==> config.mk <==
export PLATFORM = sky130hd
export DESIGN_NAME = acs_top
export DESIGN_NICKNAME = d
export VERILOG_FILES = /design/src/hw/acs_pkg.sv /design/src/hw/acs_seq_if.sv /design/src/hw/acs_seq.sv /design/src/hw/acs_top.sv
export SDC_FILE = /design/constraint.sdc
export NUM_CORES = 1
export LEC_CHECK = 0
export BUFFER_PORTS_ARGS = -buffer_cell sky130_fd_sc_hd__buf_2
export CAP_MARGIN = 5
export CORE_MARGIN = 2
export CORE_UTILIZATION = 55
export CTS_CLUSTER_DIAMETER = 100
export CTS_CLUSTER_SIZE = 12
export DETAILED_ROUTE_END_ITERATION = 6
export GPL_TIMING_DRIVEN = 0
export PLACE_DENSITY = 0.72
export SETUP_SLACK_MARGIN = 0.02
export SLEW_MARGIN = 10
export SYNTH_ARGS = -nofsm -noshare
export SYNTH_HDL_FRONTEND = slang
export SYNTH_SLANG_ARGS = --single-unit
==> constraint.sdc <==
create_clock -name clk_sys_in -period 12.7 [get_ports clk_sys_in]
set_input_delay 2.54 -clock clk_sys_in [delete_from_list [all_inputs] [get_ports clk_sys_in]]
set_output_delay 2.54 -clock clk_sys_in [all_outputs]
set_load 0.02 [all_outputs]
==> src/hw/acs_pkg.sv <==
// Constants, field layouts and types shared by the converter channel sequencer.
// Assumes one system clock; the serial link pins are sampled, not used as clocks.
//
// How it works
// - Coding bit picks straight binary or twos complement.
// - Code steps are one reference fraction per resolution.
// - Range bit high gives single span, low double.
// - Double span twos complement centres zero at reference.
// - Word: zero, channel tag, then result bits.
// - Ten-bit result gets two trailing zeros.
// - Eight-bit result gets four trailing zeros.
// - Outside sequencing, address bits select one channel.
// - After list load, convert lowest listed channel; the code takes the first listed slot, group one before group two.
// - Each transfer then converts next higher listed channel; the code takes the next listed slot, restarting low in group two.
// - After last listed channel, wrap to first.
// - Writes with sequence bits one-zero keep sequence running.
// - Any other sequence bit pair ends sequence.
// - Sequence bits one-one start consecutive mode directly.
// - Consecutive mode runs channel zero to address.
// - Consecutive mode wraps to zero after final channel.
// - Write bit loads control from first twelve bits.
// - Every transfer needs all sixteen serial clocks.
// - List has two groups; empty second is skipped.
// - Both sequence bits zero: plain addressed conversions.
`default_nettype none

package acs_pkg;
    localparam int          WORD_BITS    = 16;
    localparam int          MAX_RES      = 12;
    localparam int          CHAN_BITS    = 3;
    localparam int          POS_BITS     = 4;
    localparam logic [4:0]  XFER_EDGES   = 5'h10;  // Falling serial edges per transfer.
    localparam logic [4:0]  CODE_CAP_CNT = 5'h02;  // Edge count at which the result is taken.
    localparam int          RX_CTRL_LSB  = 4;      // Control word sits in the first twelve bits.
    // Field positions inside the received 16-bit word, first bit in at bit 15.
    localparam int          F_WRITE      = 15;
    localparam int          F_AUTO_CYCLE = 14;
    localparam int          F_CHAN_HI    = 12;
    localparam int          F_CHAN_LO    = 10;
    localparam int          F_PM_HI      = 9;
    localparam int          F_PM_LO      = 8;
    localparam int          F_LIST_SEL   = 7;
    localparam int          F_RANGE      = 5;
    localparam int          F_CODING     = 4;
    // Result word layout.
    localparam int          W_TAG_HI     = 14;
    localparam int          W_TAG_LO     = 12;
    localparam int          W_CODE_HI    = 11;
    localparam logic [CHAN_BITS-1:0] CHAN_FIRST = 3'h0;
    localparam logic [1:0]  PM_RESET     = 2'h3;
    localparam logic        RANGE_RESET  = 1'b0;
    localparam logic        CODING_RESET = 1'b0;

    typedef enum logic [1:0] {
        ACS_SINGLE,
        ACS_LIST_LOAD,
        ACS_LIST_RUN,
        ACS_CONSEC
    } acs_mode_t;
endpackage : acs_pkg

`default_nettype wire

==> src/hw/acs_seq_if.sv <==
// Carrier between the serial front end and the channel sequencer.
// Assumes both ends run on the system clock.
`default_nettype none

interface acs_seq_if;
    import acs_pkg::*;
    logic                  xfer_done;  // One-cycle pulse after the sixteenth serial edge.
    logic [WORD_BITS-1:0]  rx_word;    // Word received in that transfer.
    logic [CHAN_BITS-1:0]  cur_chan;   // Channel for the next conversion.
    logic                  list_load;  // Next transfer carries the channel list.
    logic                  seq_active; // An automatic sequence is running.

    modport front (output xfer_done, output rx_word, input cur_chan, input list_load, input seq_active);
    modport seq   (input xfer_done, input rx_word, output cur_chan, output list_load, output seq_active);
endinterface : acs_seq_if

`default_nettype wire

==> src/hw/acs_seq.sv <==
// Channel sequencer: mode, channel list, list position and next channel.
// Assumes xfer_done pulses once per complete transfer with rx_word valid.
`default_nettype none

module acs_seq
    import acs_pkg::*;
(
    input  wire logic clk_sys_in,
    input  wire logic resetn_in,
    acs_seq_if.seq    sq
);
    import acs_pkg::*;

    acs_mode_t              mode_r;
    logic [WORD_BITS-1:0]   list_r;
    logic [POS_BITS-1:0]    pos_r;
    logic [CHAN_BITS-1:0]   last_r;
    logic [CHAN_BITS-1:0]   chan_r;
    logic                   wr;
    logic                   auto_bit;
    logic                   sel_bit;
    logic [CHAN_BITS-1:0]   addr;
    logic [POS_BITS-1:0]    nxt_pos;
    logic [POS_BITS-1:0]    first_pos;

    // Next listed slot after pos, wrapping; slot i is list bit 15-i, channel i mod 8.
    function automatic logic [POS_BITS-1:0] next_set(input logic [WORD_BITS-1:0] lst,
                                                      input logic [POS_BITS-1:0]  pos);
        logic [POS_BITS-1:0] idx;
        logic [POS_BITS-1:0] res;
        logic                found;
        res   = pos;
        found = 1'b0;
        for (int k = 1; k <= WORD_BITS; k++) begin
            idx = pos + k[POS_BITS-1:0];
            if (!found && lst[WORD_BITS-1-int'(idx)]) begin
                res   = idx;
                found = 1'b1;
            end
        end
        return res;
    endfunction : next_set

    // Field decode of the received word.
    assign wr        = sq.rx_word[F_WRITE];
    assign auto_bit  = sq.rx_word[F_AUTO_CYCLE];
    assign sel_bit   = sq.rx_word[F_LIST_SEL];
    assign addr      = sq.rx_word[F_CHAN_HI:F_CHAN_LO];
    assign nxt_pos   = next_set(list_r, pos_r);
    assign first_pos = next_set(sq.rx_word, {POS_BITS{1'b1}});

    // Mode and position move only on a finished transfer, so an aborted frame leaves them alone.
    always_ff @(posedge clk_sys_in or negedge resetn_in) begin
        if (!resetn_in) begin
            mode_r <= ACS_SINGLE;
            list_r <= '0;
            pos_r  <= '0;
            last_r <= CHAN_FIRST;
            chan_r <= CHAN_FIRST;
        end else if (sq.xfer_done) begin
            if (mode_r == ACS_LIST_LOAD) begin
                // This transfer carried the list, not a control word.
                list_r <= sq.rx_word;
                pos_r  <= first_pos;
                chan_r <= first_pos[CHAN_BITS-1:0];
                mode_r <= ACS_LIST_RUN;
            end else if (wr && !(auto_bit && !sel_bit)) begin
                unique case ({auto_bit, sel_bit})
                    2'b01: begin
                        mode_r <= ACS_LIST_LOAD;
                        chan_r <= addr;
                    end
                    2'b11: begin
                        mode_r <= ACS_CONSEC;
                        last_r <= addr;
                        chan_r <= CHAN_FIRST;
                    end
                    default: begin
                        mode_r <= ACS_SINGLE;
                        chan_r <= addr;
                    end
                endcase
            end else begin
                // No write, or a write that keeps the sequence going.
                unique case (mode_r)
                    ACS_LIST_RUN: begin
                        pos_r  <= nxt_pos;
                        chan_r <= nxt_pos[CHAN_BITS-1:0];
                    end
                    ACS_CONSEC: begin
                        chan_r <= (chan_r >= last_r) ? CHAN_FIRST : chan_r + 3'h1;
                    end
                    default: begin
                        // A one-zero write outside a sequence just picks the addressed channel.
                        if (wr) begin
                            chan_r <= addr;
                        end
                    end
                endcase
            end
        end
    end

    assign sq.cur_chan   = chan_r;
    assign sq.list_load  = (mode_r == ACS_LIST_LOAD);
    assign sq.seq_active = (mode_r == ACS_LIST_RUN) || (mode_r == ACS_CONSEC);
endmodule : acs_seq

`default_nettype wire

==> src/hw/acs_top.sv <==
// Digital side of an eight-channel converter: serial link, control word, result word, sequencer.
// Assumes the analog front end presents a straight-binary code on raw_code_in and holds it
// from sample_out until at least the third serial falling edge of the frame.
`default_nettype none

module acs_top
    import acs_pkg::*;
#(
    parameter int RES_BITS = 12   // 8, 10 or 12.
) (
    input  wire logic                  clk_sys_in,
    input  wire logic                  resetn_in,
    input  wire logic                  cs_n_in,
    input  wire logic                  sclk_in,
    input  wire logic                  din_in,
    input  wire logic [RES_BITS-1:0]   raw_code_in,
    output var  logic                  dout_out,
    output var  logic                  dout_oe_out,
    output var  logic                  sample_out,
    output var  logic [CHAN_BITS-1:0]  mux_sel_out,
    output var  logic                  range_sel_out,
    output var  logic                  coding_twos_out,
    output var  logic [1:0]            power_mode_out,
    output var  logic                  seq_active_out
);
    import acs_pkg::*;

    acs_seq_if sq ();

    logic [2:0]             cs_sync_r;
    logic [2:0]             sclk_sync_r;
    logic [2:0]             din_sync_r;
    logic                   cs_n_f_r;
    logic                   sclk_f_r;
    logic                   din_f_r;
    logic                   cs_fall;
    logic                   sclk_fall;
    logic                   frame_r;
    logic [4:0]             cnt_r;
    logic [4:0]             cnt_nxt;
    logic [WORD_BITS-1:0]   rx_r;
    logic [WORD_BITS-1:0]   word_r;
    logic                   done_r;
    logic [WORD_BITS-1:0]   rx_nxt;

    // Places the result after the tag, left justified, with the chosen coding.
    function automatic logic [MAX_RES-1:0] fmt_code(input logic [RES_BITS-1:0] raw,
                                                     input logic              twos);
        logic [RES_BITS-1:0] c;
        logic [MAX_RES:0]    wide;
        c = raw;
        if (twos) begin
            c[RES_BITS-1] = ~raw[RES_BITS-1];
        end
        // One spare zero keeps the fill non-empty at full resolution; it is cut off again here.
        wide = {c, {(MAX_RES-RES_BITS+1){1'b0}}};
        return wide[MAX_RES:1];
    endfunction : fmt_code

    // Three-stage samplers; a pin value counts only once stages two and three agree.
    always_ff @(posedge clk_sys_in or negedge resetn_in) begin
        if (!resetn_in) begin
            cs_sync_r   <= 3'h7;
            sclk_sync_r <= 3'h7;
            din_sync_r  <= 3'h0;
        end else begin
            cs_sync_r   <= {cs_sync_r[1:0], cs_n_in};
            sclk_sync_r <= {sclk_sync_r[1:0], sclk_in};
            din_sync_r  <= {din_sync_r[1:0], din_in};
        end
    end

    // Filtered pin levels; edges are taken from changes of these.
    always_ff @(posedge clk_sys_in or negedge resetn_in) begin
        if (!resetn_in) begin
            cs_n_f_r <= 1'b1;
            sclk_f_r <= 1'b1;
            din_f_r  <= 1'b0;
        end else begin
            if (cs_sync_r[2] == cs_sync_r[1]) begin
                cs_n_f_r <= cs_sync_r[2];
            end
            if (sclk_sync_r[2] == sclk_sync_r[1]) begin
                sclk_f_r <= sclk_sync_r[2];
            end
            if (din_sync_r[2] == din_sync_r[1]) begin
                din_f_r <= din_sync_r[2];
            end
        end
    end

    assign cs_fall   = cs_n_f_r && (cs_sync_r[2] == cs_sync_r[1]) && !cs_sync_r[2];
    assign sclk_fall = sclk_f_r && (sclk_sync_r[2] == sclk_sync_r[1]) && !sclk_sync_r[2];
    assign cnt_nxt   = cnt_r + 5'h01;
    assign rx_nxt    = {rx_r[WORD_BITS-2:0], din_f_r};

    // Frame tracking and bit counter; chip select rising drops any unfinished frame.
    always_ff @(posedge clk_sys_in or negedge resetn_in) begin
        if (!resetn_in) begin
            frame_r <= 1'b0;
            cnt_r   <= '0;
        end else if (cs_fall) begin
            frame_r <= 1'b1;
            cnt_r   <= '0;
        end else if (cs_n_f_r) begin
            frame_r <= 1'b0;
        end else if (frame_r && sclk_fall && cnt_r < XFER_EDGES) begin
            cnt_r <= cnt_nxt;
            if (cnt_nxt == XFER_EDGES) begin
                frame_r <= 1'b0;
            end
        end
    end

    // Receive shift register, first bit in ends up at the top.
    always_ff @(posedge clk_sys_in or negedge resetn_in) begin
        if (!resetn_in) begin
            rx_r <= '0;
        end else if (frame_r && !cs_n_f_r && sclk_fall) begin
            rx_r <= rx_nxt;
        end
    end

    // Completion pulse only after the sixteenth edge; short frames never reach it.
    always_ff @(posedge clk_sys_in or negedge resetn_in) begin
        if (!resetn_in) begin
            done_r <= 1'b0;
        end else begin
            done_r <= frame_r && !cs_n_f_r && sclk_fall && (cnt_nxt == XFER_EDGES);
        end
    end

    assign sq.xfer_done = done_r;
    assign sq.rx_word   = rx_r;

    // Result word: tag latched at the frame start, code taken a few edges later.
    always_ff @(posedge clk_sys_in or negedge resetn_in) begin
        if (!resetn_in) begin
            word_r <= '0;
        end else if (cs_fall) begin
            word_r <= {1'b0, sq.cur_chan, {MAX_RES{1'b0}}};
        end else if (frame_r && sclk_fall && cnt_r == CODE_CAP_CNT) begin
            word_r[W_CODE_HI:0] <= fmt_code(raw_code_in, coding_twos_out);
        end
    end

    // Serial output: first bit on the select edge, then one per falling serial edge.
    always_ff @(posedge clk_sys_in or negedge resetn_in) begin
        if (!resetn_in) begin
            dout_out    <= 1'b0;
            dout_oe_out <= 1'b0;
        end else if (cs_fall) begin
            dout_out    <= 1'b0;
            dout_oe_out <= 1'b1;
        end else if (cs_n_f_r) begin
            dout_out    <= 1'b0;
            dout_oe_out <= 1'b0;
        end else if (frame_r && sclk_fall) begin
            if (cnt_nxt == XFER_EDGES) begin
                dout_out    <= 1'b0;
                dout_oe_out <= 1'b0;
            end else begin
                dout_out <= word_r[WORD_BITS-1-int'(cnt_nxt)];
            end
        end
    end

    // Sample strobe towards the front end, and the selected channel at that moment.
    always_ff @(posedge clk_sys_in or negedge resetn_in) begin
        if (!resetn_in) begin
            sample_out  <= 1'b0;
            mux_sel_out <= CHAN_FIRST;
        end else begin
            sample_out <= cs_fall;
            if (!frame_r) begin
                mux_sel_out <= sq.cur_chan;
            end
        end
    end

    // Control fields; a list-load transfer carries no control word.
    always_ff @(posedge clk_sys_in or negedge resetn_in) begin
        if (!resetn_in) begin
            range_sel_out   <= RANGE_RESET;
            coding_twos_out <= CODING_RESET;
            power_mode_out  <= PM_RESET;
        end else if (done_r && !sq.list_load && rx_r[F_WRITE]) begin
            range_sel_out   <= rx_r[F_RANGE];
            coding_twos_out <= rx_r[F_CODING];
            power_mode_out  <= rx_r[F_PM_HI:F_PM_LO];
        end
    end

    // Sequence status mirrors the sequencer one cycle late so it comes from a flop.
    always_ff @(posedge clk_sys_in or negedge resetn_in) begin
        if (!resetn_in) begin
            seq_active_out <= 1'b0;
        end else begin
            seq_active_out <= sq.seq_active;
        end
    end

    acs_seq u_seq (
        .clk_sys_in (clk_sys_in),
        .resetn_in  (resetn_in),
        .sq         (sq.seq)
    );
endmodule : acs_top

`default_nettype wire

# Word-level counts from Yosys, hierarchy flattened
# Cells that the tools add are included.
# W data, S select, Z words.
# totals
ff_bits	89
inputBits	17
output_inout_bits	11
# classes
add_sub_neg	34
n_lt_le_gt_ge	19
n_eq_ne	13
muxes	142
bitwise	2
reduce_logical	99
# ops
operator	n
$lt A32 B6 Y1 const B	16
$mux W4	35
$sub A4 B4 Y5 const A	16
$mux W1	76
$bmux W1 S4	17
$logic_and A1 B1 Y1	44
$logic_not A1 Y1	36
$add A4 B4 Y4 const B	8
$mux W12	2
$add A4 B3 Y4 const B	4
$reduce_bool A16 Y1	1
$mux W3	5
$mux W5	3
$reduce_and A2 Y1	6
$reduce_bool A3 Y1	3
$add A4 B2 Y4 const B	2
$reduce_bool A2 Y1	4
$eq A2 B2 Y1 const B	3
$lt A6 B6 Y1 const B	1
$pmux W3 S2	1
$sub A4 B5 Y6 const A	1
$add A5 B1 Y5 const B	1
$eq A5 B2 Y1 const B	1
$eq A5 B5 Y1 const B	1
16 further kinds	22

# Depth between registers and ports, before layout
# depth
ltp_word	54
mapped_depth	16
ltp_nobuf	11

# Hierarchy
# A second synthesis with hierarchy kept.
# unflattened
hier_cells	607
area_unflattened_um2	6338.6
# modules_own_cells
module	instances	cells_each	area_per_inst_um2	seq_area_each_um2
acs_seq	1	434	3834.9	700.7
acs_top	1	173	2503.7	1539.0

# Worst setup path after synthesis
# OpenSTA, ideal clock, no wires.
# synth_timing
path_type	reg-to-reg
from	reg u_seq.pos_r[0]
to	reg u_seq.chan_r[1], in the netlist u_seq.sq.cur_chan[1]
setup_ps	67
arrival_time_ps	4000
path_slack_ps	8633
path_stages_with_launch	16
n_path_buf	5
synth_period_minus_slack_ps	4067
path_cell_list	dfrtp_1 > buf_6 > buf_12 > buf_2 > buf_1 > inv_1 > ha_1 > clkbuf_1 > mux4_1 > mux4_2 > nor4_4 > and4_4 > nand2b_4 > or3_1 > nand3_1 > o221a_1
# synth_via
elab_chain_cells	54
# synth_lines
element	line	text
from (decl)	acs_seq.sv:16	logic [POS_BITS-1:0] pos_r;
from (signal assigned)	acs_seq.sv:64	pos_r <= first_pos;
from (signal assigned)	acs_seq.sv:87	pos_r <= nxt_pos;
$add A4 B1 Y4	acs_seq.sv:35	idx = pos + k[POS_BITS-1:0];
$sub A4 B4 Y5	acs_seq.sv:36	if (!found && lst[WORD_BITS-1-int'(idx)]) begin
$bmux W1 S4	acs_seq.sv:36	
$mux W1 (implied by the code) (2 in a row)	acs_seq.sv:36	
$mux W1	acs_seq.sv:36	
$logic_not A1 Y1	acs_seq.sv:36	
$logic_and A1 B1 Y1	acs_seq.sv:36	
$mux W1	acs_seq.sv:36	
[37 not listed]	--	
$logic_and A1 B1 Y1	acs_seq.sv:36	
$mux W1	acs_seq.sv:36	
$logic_not A1 Y1	acs_seq.sv:36	
$logic_and A1 B1 Y1	acs_seq.sv:36	
$mux W4 (*)	acs_seq.sv:36	
$pmux W3 S2 (*)	acs_seq.sv:85	unique case (mode_r)
$mux W3 (*)	acs_seq.sv:67	end else if (wr && !(auto_bit && !sel_bit)) begin
$mux W3 (*)	acs_seq.sv:61	if (mode_r == ACS_LIST_LOAD) begin
to (signal assigned)	acs_seq.sv:65	chan_r <= first_pos[CHAN_BITS-1:0];
to (signal assigned)	acs_seq.sv:71	chan_r <= addr;
to (signal assigned)	acs_seq.sv:88	chan_r <= nxt_pos[CHAN_BITS-1:0];
to (decl)	acs_seq.sv:18	logic [CHAN_BITS-1:0] chan_r;
# Every way passes the cells marked *; elsewhere a longest branch is shown, timed or not. The select of a mux whose other input is x is not followed.
# A chain may end at the register's enable or synchronous reset.

# Worst setup path after layout
# Same ends and word-level chain as after synthesis.

==> impl_table.tex <==
\begin{tabular}{lr}
\hline
Metric & Value \\
\hline
\multicolumn{2}{l}{\textbf{CTS}} \\
\# H-tree levels & 3 \\
Post\_cts resized & 0 \\
Number of sinks driven by the clock tree & 89 \\
Hold Buf Count CTS & 0 \\
Clock-pin transition on the worst setup and hold timing paths & 0.06 ns \\
Post-CTS Setup Repair Bufs & 0 \\
Max clock buf depth & 2 \\
Clock tree from TritonCTS & done \\
CTS buffer count & 9 \\
Source-to-sink clock delay at the later pin of the worst-skew pair & 0.34 ns \\
Cell at the root of the clock tree & clkbuf\_16 \\
\multicolumn{2}{l}{\textbf{Floorplan}} \\
Initial Util & 56.3\% \\
Height of the die & 112 um \\
Core Footprint & 11400 um2 \\
FP Rows & 39 \\
Floorplan die width & 112 um \\
Ports placed on the boundary & 28 \\
Die footprint & 12500 um2 \\
\multicolumn{2}{l}{\textbf{Timing}} \\
Final period demand of the worst path & 5.24 ns \\
Pin slew with the least headroom to its limit & 1.09 ns \\
Worst rel slew slack & 26.6\% \\
Sum Neg Setup Slack & 0 ns \\
Worst clock skew & 0.00760 ns \\
Setup slack of the critical path after layout & 7.46 ns \\
Final Hold Fails & 0 \\
Upper clock frequency limit & 191 MHz \\
Post-route fraction of the period consumed by the critical path & 41.3\% \\
Number of slew-limit violations in the final report & 0 \\
RSZ-0062 raised after global routing & no \\
\# setup viols final & 0 \\
\multicolumn{2}{l}{\textbf{Place}} \\
Half-perimeter wire length after detailed placement & 11900 um \\
Count of port buffers added during placement & 27 \\
Worst slack at placement & 7.60 ns \\
Last weighted congestion value of the routability-driven placer & 0.920 \\
\multicolumn{2}{l}{\textbf{Critical path}} \\
Slowest Stage Delay on Critical Path & 0.69 ns \\
Endpoint arrival time on the critical path & 5.52 ns \\
Critical path data required time & 12.98 ns \\
Cell class contributing the biggest share of worst-path delay & compound AO/OA/AOI/OAI gates \\
Critical Path Fanout Max & 10 \\
Sequence of cells on the critical path & buf\_6 > buf\_12 > buf\_2 > buf\_1 > inv\_1 > ha\_1 > clkbuf\_1 > mux4\_2 > a21boi\_0 > a211oi\_1 > o2111a\_2 > nand4\_1 > a211oi\_2 > nor3\_1 > nor3\_1 > o221a\_1 \\
Category of the worst setup path capture point & register \\
Critical Path Start Type & register \\
Slowest stage cell, crit path & a211oi\_1 \\
Type of the setup path with the least slack & register to register \\
Most numerous cell on the critical path & nor3\_1 \\
Buf+Inv Stages, Crit Path & 6 \\
\multicolumn{2}{l}{\textbf{Cells and area}} \\
Top library cells by usage in the layout, fill and taps aside & 79 x dfrtp\_1, 53 x nand2\_1, 52 x nor2\_1 \\
Synthesis-to-layout area growth & 10.2\% \\
Net total in the final layout & 695 \\
Filler cells & 912 \\
Most frequent standard cell in the layout excluding fill and tap cells & dfrtp\_1 \\
Share of layout cells above drive strength 1 & 22.5\% \\
Diodes inserted & 0 \\
\multicolumn{2}{l}{\textbf{Drt}} \\
Antenna viol nets, final & 0 \\
Number of violations reported at the end of detailed-routing iteration 0 & 368 \\
Highest signal layer in the routed design & met4 \\
Routed length per instance & 19.7 um \\
Average vias per placed instance & 6.46 \\
Sum of routed wire length over all layers & 15900 um \\
Via count & 5228 \\
Met1 Wirelength & 6850 um \\
Pre-Repair DR Iteration Count & 5 \\
Residual DRC & 0 \\
Sum of met2 wire segment lengths after detailed routing & 7620 um \\
Detail Route met3 WL & 877 um \\
\multicolumn{2}{l}{\textbf{Synth}} \\
Fraction of the mapped netlist area in simple logic gates & 14.6\% \\
Yosys warning count & 0 \\
Dominant combinational cell family by area after synthesis & multiplexers \\
Number of synthesized register bits & 89 \\
Area of the mapped netlist & 6400 um2 \\
Count of mapped cells out of synthesis & 622 \\
Proportion of register bits with asynchronous set or reset after synthesis & 100\% \\
Number of synthesized flops with an enable pin & 0 \\
Syn\_area\_per\_cell & 10.3 um2 \\
Synth unique cells & 80 \\
Xor-xnor portion of the synthesized cell area & 2.29\% \\
Post-Synthesis Net Count & 656 \\
Prevailing post-synth register cell & dfrtp\_1 \\
Mux contribution to synthesized area & 25.9\% \\
Area share of fa/ha/maj cells after synthesis & 3.63\% \\
Compound-gate portion of the synthesized area & 15.2\% \\
Post-synthesis sequential area ratio & 35.0\% \\
\multicolumn{2}{l}{\textbf{GRT}} \\
Total global routing overflow & 0 \\
Maximum number of pins on one net before global-route repair & 70 \\
GR Util All Layers & 26.8\% \\
Vias in the first global route & 5318 \\
First-pass GRT wire length & 26800 um \\
Number of antenna violations at the first check in global routing & 0 \\
\multicolumn{2}{l}{\textbf{Power}} \\
Power per cell area & 82.5 nW/um2 \\
Leakage power figure & 3.09 nW \\
VDD IR-drop max & 83.5 uV \\
Power consumption & 0.582 mW \\
\multicolumn{2}{l}{\textbf{Run}} \\
\# Max-Cap Violations & 0 \\
\multicolumn{2}{l}{\textbf{Run status}} \\
Status & finished, final reports clean \\
\multicolumn{2}{l}{\textbf{Min path}} \\
Hold crit path type & register to register \\
\hline
\end{tabular}
[where the power goes]
part           internal [mW]  total [mW]  switching (mW)
registers              0.290       0.293         0.00335
logic                0.00848      0.0221          0.0136
clock network          0.158       0.267           0.109
[final cells by class]
class	instances	area [um2]	share of cell area, %
repair buffers	28	165	2.34
flip-flops and latches	89	2240	31.7
plain buffers	29	139	1.97
clock inverters	6	65.1	0.922
inverters	23	86.3	1.22
well taps	143	179	2.54
multi-input cells	481	3950	55.9
clock buffers	10	239	3.39
[worst register-to-register path, cell delays in order, from the launching register on]
cell	delay (ns)
dfrtp_1	0.40
buf_6	0.20
buf_12	0.16
buf_2	0.23
buf_1	0.48
inv_1	0.15
ha_1	0.31
clkbuf_1	0.42
mux4_2	0.45
a21boi_0	0.17
a211oi_1	0.69
o2111a_2	0.37
nand4_1	0.18
a211oi_2	0.30
nor3_1	0.14
nor3_1	0.29
o221a_1	0.25
[synth_stat cells (all sizes together), types with 8 or more instances]
cell type  number  area, um2
ha             17        213
mux2           46        518
nand2          53        199
nor2b           8       50.1
o21ai          37        185
mux2i          41        414
a31oi           8       50.1
mux4           31        724
xnor2          10        103
clkbuf         20       75.1
nand3           8       40.0
nand2b          8       57.6
buf             9       63.8
dfstp          10        263
o211ai          9       67.6
inv            22       82.6
nor3           10       50.1
dfrtp          79       1980
a21oi          26        134
nor2           52        195
a211oi          9       77.6
[flip-flops by register name (all words and copies together), names as in the netlist, 2 cells and up]
register and count:
u_seq.list_r 16, word_r 15, u_seq.last_r 3, u_seq.sq.cur_chan 3, rx_r 16, cnt_r 5
din_sync_r 3, mux_sel_out 3, power_mode_out 2, u_seq.mode_r 2, u_seq.pos_r 4, sclk_sync_r 3
cs_sync_r 3
[kinds of logic after synthesis]
kind of cell             count (synthesis)
buffers and inverters                   52
XOR/XNOR                                15
flip-flops                              89
AO/OA/AOI/OAI                          143
multiplexers                           118
adder cells (fa/ha/maj)                 19
AND/OR/NAND/NOR                        186
[layer usage]
metal  vias to the layer above  global-route usage (%)
met2                       188                    43.2
met1                      2576                    35.6
met5                         -                       0
met3                        38                    3.59
li1                       2426                       -
met4                         0                    13.7
[path summary, 6_finish.rpt]
kind / from / endpoint / slack [ns] / cells after the start
worst max-delay path: u_seq.pos_r[0]$_DFFE_PN0P_ / u_seq.sq.cur_chan[1]$_DFFE_PN0P_ / 7.46 / 16
worst min-delay path: din_sync_r[0]$_DFF_PN0_ / din_sync_r[1]$_DFF_PN0_ / 0.35 / 0
worst max register to register: u_seq.pos_r[0]$_DFFE_PN0P_ / u_seq.sq.cur_chan[1]$_DFFE_PN0P_ / 7.46 / 16
worst min register to register: din_sync_r[0]$_DFF_PN0_ / din_sync_r[1]$_DFF_PN0_ / 0.35 / 0
max in group asynchronous: resetn_in / power_mode_out[1]$_DFFE_PN1P_ / 9.98 / 2
min in group asynchronous: resetn_in / dout_out$_DFFE_PN0P_ / 2.07 / 1
[stage by stage]
| step | cell area [um2] | std cells | util, % | hold WS [ns] |
|---|---|---|---|---|
| 4_1_cts | 7050 | 809 | 62.0 | 0.357 |
| 3_5_place_dp | 6750 | 793 | 59.4 | 0.338 |
| 5_1_grt | 7060 | 809 | 62.1 | 0.365 |
| 3_3_place_gp | 6720 | 792 | 59.1 | 0.340 |
| 6_report | 7060 | 809 | 62.1 | 0.355 |
| 2_1_floorplan | 6400 | 622 | - | 0.331 |
Note: power is estimated with default switching activity, not from simulation.
